### src/bpcs_pkg.sv
// Overview of operation
// - Sink three current is (step count plus one) times selected step size.
// - Boot period select picks 80, 120, 220 or 420 ms boot period.
// - Boot engine enables features with sequence code 010, 011, 100, spaced by delay.
// - Retry clear: undervoltage during boot with charger latches off until charger removed.
// - Retry set: undervoltage during boot waits retry timeout, reboots if charger present.
`default_nettype none
package bpcs_pkg;
    localparam logic [7:0] ADDR_PFN_STATUS = 8'h7D;
    localparam logic [7:0] ADDR_BOOT_CFG   = 8'h7E;
    localparam logic [7:0] ADDR_PWR_CFG    = 8'h7F;
    localparam logic [7:0] ADDR_SINK_CFG   = 8'h7C;
    localparam logic [7:0] ADDR_SEQ_STATE  = 8'h90;
    localparam int         SINK_CNT_LSB    = 0;
    localparam int         SINK_SEL_LSB    = 5;
    localparam int         BOOT_RETRY_BIT  = 0;
    localparam int         BOOT_DLY_LSB    = 1;
    localparam int         KEEPALIVE_BIT   = 0;
    localparam logic [7:0] SINK_CFG_RESET  = 8'h00;
    localparam logic [2:0] BOOT_CFG_RESET  = 3'h0;
    localparam int         CLK_HZ          = 125_000_000;
    localparam int         BOOT_MS_0       = 80;
    localparam int         BOOT_MS_1       = 120;
    localparam int         BOOT_MS_2       = 220;
    localparam int         BOOT_MS_3       = 420;
    localparam int         RETRY_MS        = 1000;
    localparam int         KEEPALIVE_MS    = 5000;
    localparam int         CYC_PER_MS      = CLK_HZ / 1000;
    localparam logic [2:0] SEQ_STAGE_A     = 3'h2;
    localparam logic [2:0] SEQ_STAGE_B     = 3'h3;
    localparam logic [2:0] SEQ_STAGE_C     = 3'h4;
    // Step sizes in tenths of a milliamp
    localparam logic [3:0] STEP_DMA_0      = 4'h6;
    localparam logic [3:0] STEP_DMA_1      = 4'hA;
    localparam logic [3:0] STEP_DMA_2      = 4'hC;
endpackage : bpcs_pkg
`default_nettype wire

### src/bpcs_sink_current.sv
`timescale 1ns/1ns
`default_nettype none
module bpcs_sink_current (
    // Clock and reset
    input  wire logic       clk_sys_i,
    input  wire logic       rstn_i,
    // Setting
    input  wire logic [4:0] step_count_i,
    input  wire logic [1:0] step_select_i,
    // Current in tenths of a milliamp
    output logic      [8:0] current_dma_o
);
    logic [3:0] step;
    always_comb begin
        case (step_select_i)
            2'h0:    step = bpcs_pkg::STEP_DMA_0;
            2'h1:    step = bpcs_pkg::STEP_DMA_1;
            default: step = bpcs_pkg::STEP_DMA_2;
        endcase
    end
    always_ff @(posedge clk_sys_i or negedge rstn_i) begin
        if (!rstn_i) begin
            current_dma_o <= 9'h000;
        end else begin
            current_dma_o <= (9'(step_count_i) + 9'h001) * 9'(step);
        end
    end
endmodule : bpcs_sink_current
`default_nettype wire

### src/bpcs_boot_power.sv
// Implementation choice: register access over Wishbone.
`timescale 1ns/1ns
`default_nettype none
module bpcs_boot_power #(
    parameter int BOOT_MS_CYC   = bpcs_pkg::CYC_PER_MS,
    parameter int RETRY_CYC     = bpcs_pkg::RETRY_MS * bpcs_pkg::CYC_PER_MS,
    parameter int KEEPALIVE_CYC = bpcs_pkg::KEEPALIVE_MS * bpcs_pkg::CYC_PER_MS,
    parameter int FEAT_N        = 4
) (
    // Clock and reset
    input  wire logic              clk_sys_i,
    input  wire logic              rstn_i,
    // Wishbone slave
    input  wire logic              wb_cyc_i,
    input  wire logic              wb_stb_i,
    input  wire logic              wb_we_i,
    input  wire logic [7:0]        wb_adr_i,
    input  wire logic [3:0]        wb_sel_i,
    input  wire logic [31:0]       wb_dat_i,
    output logic      [31:0]       wb_dat_o,
    output logic                   wb_ack_o,
    output logic                   wb_err_o,
    // Board and power state
    input  wire logic              charger_input_present_i,
    input  wire logic              undervoltage_lockout_i,
    input  wire logic              power_func_pin_one_state_i,
    input  wire logic              power_func_pin_two_state_i,
    input  wire logic [2:0]        boot_period_select_strap_i,
    input  wire logic [3*FEAT_N-1:0] feature_seq_i,
    // Outputs
    output logic [FEAT_N-1:0]      feature_enable_o,
    output logic                   power_on_o,
    output logic                   latched_off_o,
    output logic [8:0]             sink_three_current_o
);
    typedef enum logic [2:0] {
        BPCS_OFF, BPCS_BOOT, BPCS_RUN, BPCS_RETRY, BPCS_LATCH
    } bpcs_state_e;

    function automatic logic [31:0] bpcs_boot_cycles(input logic [1:0] sel);
        case (sel)
            2'h0:    return 32'(bpcs_pkg::BOOT_MS_0 * BOOT_MS_CYC);
            2'h1:    return 32'(bpcs_pkg::BOOT_MS_1 * BOOT_MS_CYC);
            2'h2:    return 32'(bpcs_pkg::BOOT_MS_2 * BOOT_MS_CYC);
            default: return 32'(bpcs_pkg::BOOT_MS_3 * BOOT_MS_CYC);
        endcase
    endfunction : bpcs_boot_cycles

    function automatic logic bpcs_stage_due(input logic [2:0]  code,
                                            input logic        run,
                                            input logic [31:0] t,
                                            input logic [31:0] len);
        case (code)
            bpcs_pkg::SEQ_STAGE_A: return 1'b1;
            bpcs_pkg::SEQ_STAGE_B: return run || t >= (len >> 2);
            bpcs_pkg::SEQ_STAGE_C: return run || t >= (len >> 1);
            default:               return 1'b0;
        endcase
    endfunction : bpcs_stage_due

    bpcs_state_e state_reg;
    logic [31:0] timer_reg;
    logic [31:0] ka_timer_reg;
    logic [2:0]  boot_cfg_reg;
    logic        strap_taken_reg;
    logic        keepalive_reg;
    logic [7:0]  sink_cfg_reg;
    logic [31:0] rdata;
    logic        hit;
    logic        req;
    logic        boot_retry;
    logic [1:0]  boot_sel;
    logic [31:0] boot_len;
    logic [8:0]  sink_current;

    assign req        = wb_cyc_i && wb_stb_i && !wb_ack_o && !wb_err_o;
    assign boot_retry = boot_cfg_reg[bpcs_pkg::BOOT_RETRY_BIT];
    assign boot_sel   = boot_cfg_reg[bpcs_pkg::BOOT_DLY_LSB +: 2];
    assign boot_len   = bpcs_boot_cycles(boot_sel);

    // Boot config is read-only; captured from straps after reset release
    always_ff @(posedge clk_sys_i or negedge rstn_i) begin
        if (!rstn_i) begin
            boot_cfg_reg    <= bpcs_pkg::BOOT_CFG_RESET;
            strap_taken_reg <= 1'b0;
        end else if (!strap_taken_reg) begin
            boot_cfg_reg    <= boot_period_select_strap_i;
            strap_taken_reg <= 1'b1;
        end
    end

    always_comb begin
        hit   = 1'b1;
        rdata = 32'h0000_0000;
        case (wb_adr_i)
            bpcs_pkg::ADDR_PFN_STATUS: rdata[1:0] = {power_func_pin_two_state_i,
                                                     power_func_pin_one_state_i};
            bpcs_pkg::ADDR_BOOT_CFG:   rdata[2:0] = boot_cfg_reg;
            bpcs_pkg::ADDR_PWR_CFG:    rdata[0]   = keepalive_reg;
            bpcs_pkg::ADDR_SINK_CFG:   rdata[7:0] = sink_cfg_reg;
            bpcs_pkg::ADDR_SEQ_STATE:  rdata[2:0] = 3'(state_reg);
            default:                   hit        = 1'b0;
        endcase
    end

    // Single-cycle ack; unmapped addresses answer with err
    always_ff @(posedge clk_sys_i or negedge rstn_i) begin
        if (!rstn_i) begin
            wb_ack_o <= 1'b0;
            wb_err_o <= 1'b0;
            wb_dat_o <= 32'h0000_0000;
        end else begin
            wb_ack_o <= req && hit;
            wb_err_o <= req && !hit;
            wb_dat_o <= (req && hit && !wb_we_i) ? rdata : 32'h0000_0000;
        end
    end

    always_ff @(posedge clk_sys_i or negedge rstn_i) begin
        if (!rstn_i) begin
            sink_cfg_reg <= bpcs_pkg::SINK_CFG_RESET;
        end else if (req && wb_we_i && wb_sel_i[0] && wb_adr_i == bpcs_pkg::ADDR_SINK_CFG) begin
            sink_cfg_reg <= wb_dat_i[7:0];
        end
    end

    // Keepalive cleared in OFF and LATCH (not in RETRY) so a power-on from OFF must confirm again
    always_ff @(posedge clk_sys_i or negedge rstn_i) begin
        if (!rstn_i) begin
            keepalive_reg <= 1'b0;
        end else if (state_reg == BPCS_OFF || state_reg == BPCS_LATCH) begin
            keepalive_reg <= 1'b0;
        end else if (req && wb_we_i && wb_sel_i[0] && wb_adr_i == bpcs_pkg::ADDR_PWR_CFG) begin
            keepalive_reg <= wb_dat_i[bpcs_pkg::KEEPALIVE_BIT];
        end
    end

    always_ff @(posedge clk_sys_i or negedge rstn_i) begin
        if (!rstn_i) begin
            state_reg    <= BPCS_OFF;
            timer_reg    <= 32'h0000_0000;
            ka_timer_reg <= 32'h0000_0000;
        end else begin
            case (state_reg)
                BPCS_OFF: begin
                    timer_reg    <= 32'h0000_0000;
                    ka_timer_reg <= 32'h0000_0000;
                    if (charger_input_present_i && !undervoltage_lockout_i && strap_taken_reg) begin
                        state_reg <= BPCS_BOOT;
                    end
                end
                BPCS_BOOT: begin
                    timer_reg    <= timer_reg + 32'h0000_0001;
                    ka_timer_reg <= ka_timer_reg + 32'h0000_0001;
                    if (undervoltage_lockout_i && charger_input_present_i) begin
                        timer_reg <= 32'h0000_0000;
                        state_reg <= boot_retry ? BPCS_RETRY : BPCS_LATCH;
                    end else if (undervoltage_lockout_i) begin
                        state_reg <= BPCS_OFF;
                    end else if (timer_reg >= boot_len - 32'h0000_0001) begin
                        state_reg <= BPCS_RUN;
                    end
                end
                BPCS_RUN: begin
                    if (ka_timer_reg < 32'(KEEPALIVE_CYC)) begin
                        ka_timer_reg <= ka_timer_reg + 32'h0000_0001;
                    end
                    if (undervoltage_lockout_i ||
                        (!keepalive_reg && ka_timer_reg >= 32'(KEEPALIVE_CYC - 1))) begin
                        state_reg <= BPCS_OFF;
                    end
                end
                BPCS_RETRY: begin
                    timer_reg <= timer_reg + 32'h0000_0001;
                    if (timer_reg >= 32'(RETRY_CYC - 1)) begin
                        timer_reg    <= 32'h0000_0000;
                        ka_timer_reg <= 32'h0000_0000;
                        state_reg    <= charger_input_present_i ? BPCS_BOOT : BPCS_OFF;
                    end
                end
                BPCS_LATCH: begin
                    if (!charger_input_present_i) begin
                        state_reg <= BPCS_OFF;
                    end
                end
                default: state_reg <= BPCS_OFF;
            endcase
        end
    end

    always_ff @(posedge clk_sys_i or negedge rstn_i) begin
        if (!rstn_i) begin
            feature_enable_o <= '0;
        end else begin
            for (int i = 0; i < FEAT_N; i++) begin
                if (state_reg != BPCS_BOOT && state_reg != BPCS_RUN) begin
                    feature_enable_o[i] <= 1'b0;
                end else if (bpcs_stage_due(feature_seq_i[3*i +: 3], state_reg == BPCS_RUN,
                                            timer_reg, boot_len)) begin
                    feature_enable_o[i] <= 1'b1;
                end
            end
        end
    end

    always_ff @(posedge clk_sys_i or negedge rstn_i) begin
        if (!rstn_i) begin
            power_on_o           <= 1'b0;
            latched_off_o        <= 1'b0;
            sink_three_current_o <= 9'h000;
        end else begin
            power_on_o           <= state_reg == BPCS_BOOT || state_reg == BPCS_RUN;
            latched_off_o        <= state_reg == BPCS_LATCH;
            sink_three_current_o <= sink_current;
        end
    end

    bpcs_sink_current u_sink (
        .clk_sys_i     (clk_sys_i),
        .rstn_i        (rstn_i),
        .step_count_i  (sink_cfg_reg[bpcs_pkg::SINK_CNT_LSB +: 5]),
        .step_select_i (sink_cfg_reg[bpcs_pkg::SINK_SEL_LSB +: 2]),
        .current_dma_o (sink_current)
    );
endmodule : bpcs_boot_power
`default_nettype wire

### config.mk
export PLATFORM = sky130hd
export DESIGN_NAME = bpcs_boot_power
export DESIGN_NICKNAME = d
export VERILOG_FILES = /design/src/bpcs_pkg.sv /design/src/bpcs_sink_current.sv /design/src/bpcs_boot_power.sv
export SDC_FILE = /design/constraint.sdc
export NUM_CORES = 1
export LEC_CHECK = 0
export BUFFER_PORTS_ARGS = -buffer_cell sky130_fd_sc_hd__buf_4
export CELL_PAD_IN_SITES_DETAIL_PLACEMENT = 0
export CELL_PAD_IN_SITES_GLOBAL_PLACEMENT = 2
export CORE_MARGIN = 4
export CORE_UTILIZATION = 32
export CTS_CLUSTER_SIZE = 20
export DETAILED_ROUTE_END_ITERATION = 8
export MAX_ROUTING_LAYER = met4
export PLACE_DENSITY_LB_ADDON = 0.15
export SYNTH_ARGS = -nofsm -noshare
export SYNTH_HDL_FRONTEND = slang
export SYNTH_SLANG_ARGS = --single-unit
### constraint.sdc
create_clock -name clk_sys_i -period 3 [get_ports clk_sys_i]
set_input_delay 0.9 -clock clk_sys_i [delete_from_list [all_inputs] [get_ports clk_sys_i]]
set_output_delay 0.9 -clock clk_sys_i [all_outputs]
set_load 0.02 [all_outputs]
* After elaboration in Yosys (flattened, before gate mapping)
Index checks and enable logic that the tools add are counted.
Storage, ports and cells: flip-flop bits (word level) 114, output and inout bits 49, logic and storage cells 142, input bits 68
Cells by class: magnitude comparators 6, eq/ne operators 32, reduce and logical (&&, ||, !) cells 39, add/subtract/negate cells 4, muxes and demuxes 42, $mul 1
Operators with widths (count):
- two-way mux 32 bit | 4
- case mux 32 bit (4 select lines) | 1
- case mux 32 bit (3 select lines) | 1
- case mux 26 bit (3 select lines) | 1
- adder 32 x 1 -> 32 bit (second input constant) | 2
- == test 8 x 7 -> 1 bit (second input constant) | 4
- greater-or-equal comparator 32 x 24 -> 1 bit | 1
- greater-or-equal comparator 32 x 25 -> 1 bit | 1
- greater-or-equal comparator 32 x 27 -> 1 bit (second input constant) | 1
- greater-or-equal comparator 32 x 30 -> 1 bit (second input constant) | 1
- greater-or-equal comparator 32 bit | 1
- less-than comparator 32 x 30 -> 1 bit (second input constant) | 1
- == test 3 x 2 -> 1 bit (second input constant) | 10
- subtractor 26 x 1 -> 27 bit (second input constant) | 1
- two-way mux 3 bit | 8
- two-way mux 1 bit | 16
- == test 3 bit (second input constant) | 5
- logical AND 1 bit | 15
- case mux 1 bit (3 select lines) | 5
- case mux 3 bit (5 select lines) | 1
- nonzero test 2 bit | 5
- multiplier 9 x 4 -> 9 bit | 1
- == test 8 bit (second input constant) | 1
- two-way mux 8 bit | 1
- 22 further kinds | 36

* Logic depth before layout (Yosys ltp)
depth in word-level cells 8, mapped depth 12, mapped depth without buffers 12

* Modules after synthesis
Synthesis repeated with hierarchy kept, for this count alone.
Unflattened totals: cell total of the unflattened synthesis 878, area, all modules 7868.8 sq um
By module, submodules not included:
- bpcs_boot_power | cells an instance 809, instances 1, area an instance 7161.9 sq um, sequential area each 2627.5 sq um
- bpcs_sink_current | cells an instance 69, instances 1, area an instance 706.9 sq um, sequential area each 200.2 sq um

* Least setup slack after synthesis
OpenSTA, ideal clock, no wires.
path type register to register, from register sink_cfg_reg[0], to register u_sink.current_dma_o[8], data required time 2.920 ns, path buffers 0, stages on the path, launching flop included 13, arrival time 2.998 ns, path slack -0.078 ns, setup time 0.080 ns, period minus slack after synthesis 3.078 ns, cell sequence dfrtp_1 -> ha_1 -> nand3_1 -> xor2_1 -> or2_2 -> fa_1 -> inv_1 -> ha_1 -> fa_1 -> a21o_1 -> a21oi_1 -> xnor2_1 -> xnor2_1
On the way: longest elaborated chain between the ends 2
Ends and longest elaborated chain:
- from (decl) | line bpcs_boot_power.sv:67 | logic [7:0] sink_cfg_reg;
- from (signal assigned) | line bpcs_boot_power.sv:121 | sink_cfg_reg <= bpcs_pkg::SINK_CFG_RESET;
- from (signal assigned) | line bpcs_boot_power.sv:123 | sink_cfg_reg <= wb_dat_i[7:0];
- adder 5 x 1 -> 6 bit | line bpcs_sink_current.sv:25 | current_dma_o <= (9'(step_count_i) + 9'h001) * 9'(step);
- multiplier 9 x 4 -> 9 bit | line bpcs_sink_current.sv:25
- to (signal assigned) | line bpcs_sink_current.sv:25
- to (decl) | line bpcs_sink_current.sv:11 | output logic [8:0] current_dma_o
Every way passes these cells. A chain may end at the register's enable or synchronous reset.

* Final worst setup path
from register sink_cfg_reg[1], to register u_sink.current_dma_o[8]
The elaborated chain is that of the path after synthesis.

==> reports/summary.md <==
## Logic synthesis
• Synth Instances: 853
• fraction of the mapped netlist area in simple logic gates: 19.2%
• top cells by area in the synthesized netlist: dfrtp_1 (36%), ha_1 (11%), o21ai_0 (3.9%), a21oi_1 (3.3%), a31oi_1 (3.1%)
• Avg Inst Size Synth: 9.19 µm²
• number of enable-type register cells in the synthesized netlist: 0
• share of flip-flops with an asynchronous set or reset after synthesis: 100%
• cell area after synthesis: 0.00784 mm²
• largest family of logic cells by synthesized area: compound AO/OA/AOI/OAI gates
• ys flop type: dfrtp_1
• Synth Area in XOR/XNOR: 1.79%
• top cell type's share of synthesized area: 35.8%
• multiplexer fraction of the synthesized cell area: 2.89%
• number of library cell types mapped by synthesis: 75
• sequential-to-total area share from yosys stat: 35.8%
• number of register bits inferred by synthesis: 112
• post-synthesis adder-cell area fraction: 12.8%
• number of warning messages in the yosys log: 0
• Yosys top cell by area: dfrtp_1
• fraction of the mapped netlist area in compound gates: 21.1%

## Hold path
• Hold/Removal Path Class: flip-flop to flip-flop
• startpoint of the tightest hold check path: u_sink.current_dma_o[1]
• number of cells traversed by the worst hold path: 0
• worst hold path endpoint: sink_three_current_o[1]

## Clocking
• TritonCTS clock tree: done
• cts bufs inserted: 9
• clock transition time at the flip-flop clock pins of the worst setup and hold paths: 0.08 ns
• Sink Count: 112
• Max H-tree Level: 3
• maximum buffer depth of the clock tree: 2
• Clock Latency Late Sink: 0.35 ns
• CTS Root Buffer Type: clkbuf_16
• # hold bufs at CTS: 0

## Finish
• most common cell after layout, fill and taps aside: buf_4
• area growth from synthesis to final layout: 20.2%
• post-route core utilization: 39.0%
• share of layout cells above drive strength 1: 21.3%
• fill cell instance count of the final layout: 2376
• most frequent cells in the layout: buf_4 (118), dfrtp_1 (110), ha_1 (66)
• design area: 0.00942 mm²
• Total Nets Final: 1093
• number of diodes: 0

## Floorplanning
• Core Rows: 57
• core outline area: 0.0242 mm²
• vertical extent of the die: 165 µm
• IO Count: 117
• overall die area: 0.0271 mm²
• Starting Density: 32.4%
• overall die width: 165 µm

## Global route
• number of global-route vias before repair: 6756
• initial antenna violation count: 0
• grt ovf: 0
• pin count of the biggest net entering global routing: 71
• overall track demand over capacity in global routing: 16.2%
• first-pass GRT wire length: 34800 µm

## Setup path
• slowest stage cell, crit path: fa_1
• kind of cell adding the most delay to the critical path: adder cells
• Top cell by count, worst path: ha_4
• maximum fanout along the worst path: 3
• depth of the worst register-to-register path: 13
• startpoint types: flip-flop
• endpoint arrival time on the critical path: 3.25 ns
• register-to-register setup slack: 0.03 ns
• worst r2r src: sink_cfg_reg[1]
• Reg2Reg Capture Point: u_sink.current_dma_o[8]
• cells along the critical path: ha_4 -> xor2_4 -> buf_6 -> nand2b_4 -> fa_1 -> inv_1 -> ha_2 -> ha_4 -> fa_2 -> a21o_1 -> a21oi_2 -> xnor2_2 -> xnor2_1
• WS Path Type: flip-flop to flip-flop
• Worst Path Buf+Inv: 2
• max incr delay on CP: 0.48 ns
• data required time of the critical path: 3.27 ns
• Critical Path End Type: flip-flop

## Power
• Sw Pwr: 0.00175 W
• Internal Pwr Total: 0.00295 W
• total leakage power: 4.47 nW
• power share of the clock group: 28.6%
• switching part of the total power: 37.2%
• IR drop worst, VDD: 359 µV
• share of power burned in registers: 35.2%
• proportion of power drawn by combinational gates: 36.2%
• total power per unit cell area: 499 mW/mm²
• Pwr Total: 0.00470 W

## Drt
• Pre-Repair DR Iteration Count: 5
• total via count in the routed design: 6668
• Antenna Violating Nets Remaining: 0
• count of unresolved DRC violations after routing: 0
• Initial DRC Count: 396
• Avg Vias per Cell: 5.22
• wire length per cell after detailed routing: 16.3 µm
• routed wire length: 20900 µm

## Timing
• share of the clock period used by the worst path after layout: 99.2%
• maximum achievable frequency: 0.336 GHz
• number of failing setup endpoints in the final timing report: 0
• setup repair after global routing missed its margin: true
• worst-case hold slack: 0.351 ns
• normalized max-slew margin: 51.6%
• Slew Viols, Final: 0
• Final Hold Fails: 0
• Clock Skews: 0.00512 ns
• Period minus WS final: 2.97 ns
• post-route worst setup slack: 0.0252 ns
• worst-margin pin slew: 0.726 ns

## Placed design
• Placement Setup Slack: -0.0778 ns
• half-perimeter wire length after placement: 15500 µm
• Final GP Congestion: 0.824
• quantity of I/O buffers inserted on ports: 64
• placement-stage cell area: 0.00892 mm²

## Job
• max-cap violation count: 0

## Run status
• result of the run: finished, final reports clean

area by class of cell:
cell class / count / area (µm²) / area share [%]
multi-input cells: 666 / 4780 / 50.8
flip-flops and latches: 112 / 2810 / 29.8
repair buffers: 122 / 957 / 10.2
well taps: 324 / 405 / 4.30
clock buffers: 9 / 225 / 2.39
inverters: 37 / 139 / 1.47
clock inverters: 7 / 103 / 1.09
power groups by stage:
stage	registers, W	logic (W)	clock network (W)
2_1_floorplan	0.00169	0.00116	0
3_3_place_gp	0.00168	0.00167	0
3_5_place_dp	0.00168	0.00171	0
4_1_cts	0.00165	0.00172	0.00140
5_1_grt	0.00167	0.00192	0.00146
6_report	0.00165	0.00170	0.00135
repair_timing:
item                                    4_1_cts  5_1_grt
buffers inserted                              3        1
gates resized for setup                       7       21
pin swaps                                     7       17
endpoints found under the setup margin        1        6
synthesized netlist by cell type (all sizes together), types with 10 or more instances:
master	instances
dfrtp	112
ha	72
nor2	64
o21ai	61
nand2	53
a21oi	52
a31oi	39
inv	37
nand3	36
buf	35
clkbuf	27
and3	25
o31ai	24
nand4	17
a21o	13
and2	13
nand2b	12
mux2	11
nor2b	10
worst reg2reg max path, delay by kind of cell (launching register included):
family / cells / cell delay [ns]
XOR/XNOR: 3 / 0.47
AO/OA/AOI/OAI: 2 / 0.39
AND/OR/NAND/NOR: 1 / 0.04
adder cells (fa/ha/maj): 5 / 1.41
flip-flops: 1 / 0.43
buffers and inverters: 2 / 0.16
worst max path at each step:
stage | start | end | slack [ns] | cells past startpoint
CTS | sink_cfg_reg[1] | u_sink.current_dma_o[8] | 0.02 | 12
global route | sink_cfg_reg[1] | u_sink.current_dma_o[8] | -0.13 | 12
finish | sink_cfg_reg[1] | u_sink.current_dma_o[8] | 0.03 | 13
floorplan | sink_cfg_reg[0] | u_sink.current_dma_o[8] | 0.04 | 12
global placement | sink_cfg_reg[0] | u_sink.current_dma_o[8] | -0.06 | 12
detailed placement | sink_cfg_reg[0] | u_sink.current_dma_o[8] | -0.08 | 12
metrics by stage:
step / setup TNS (ns) / instances
after floorplan: 0 / 877
after global placement: -0.0592 / 1257
after detailed placement: -0.0778 / 1257
after CTS: 0 / 1276
after global routing: -0.133 / 1277
final: 0 / 1277
cells by family (layout without fill, tap and decap cells):
group,Yosys count,after routing
AND/OR/NAND/NOR,282,282
AO/OA/AOI/OAI,245,245
flip-flops,112,112
buffers and inverters,99,175
adder cells (fa/ha/maj),77,77
multiplexers,20,20
XOR/XNOR,16,16
other,2,26
routing by layer:
layer	share of wire (%)	vias to the layer above	GRT usage, %
met4	1.4	0	3.67
met1	48	3231	22.0
li1	-	3292	-
met5	0	-	-
met3	3.8	18	2.67
met2	47	127	25.8
Note: power is estimated with default switching activity, not from simulation.
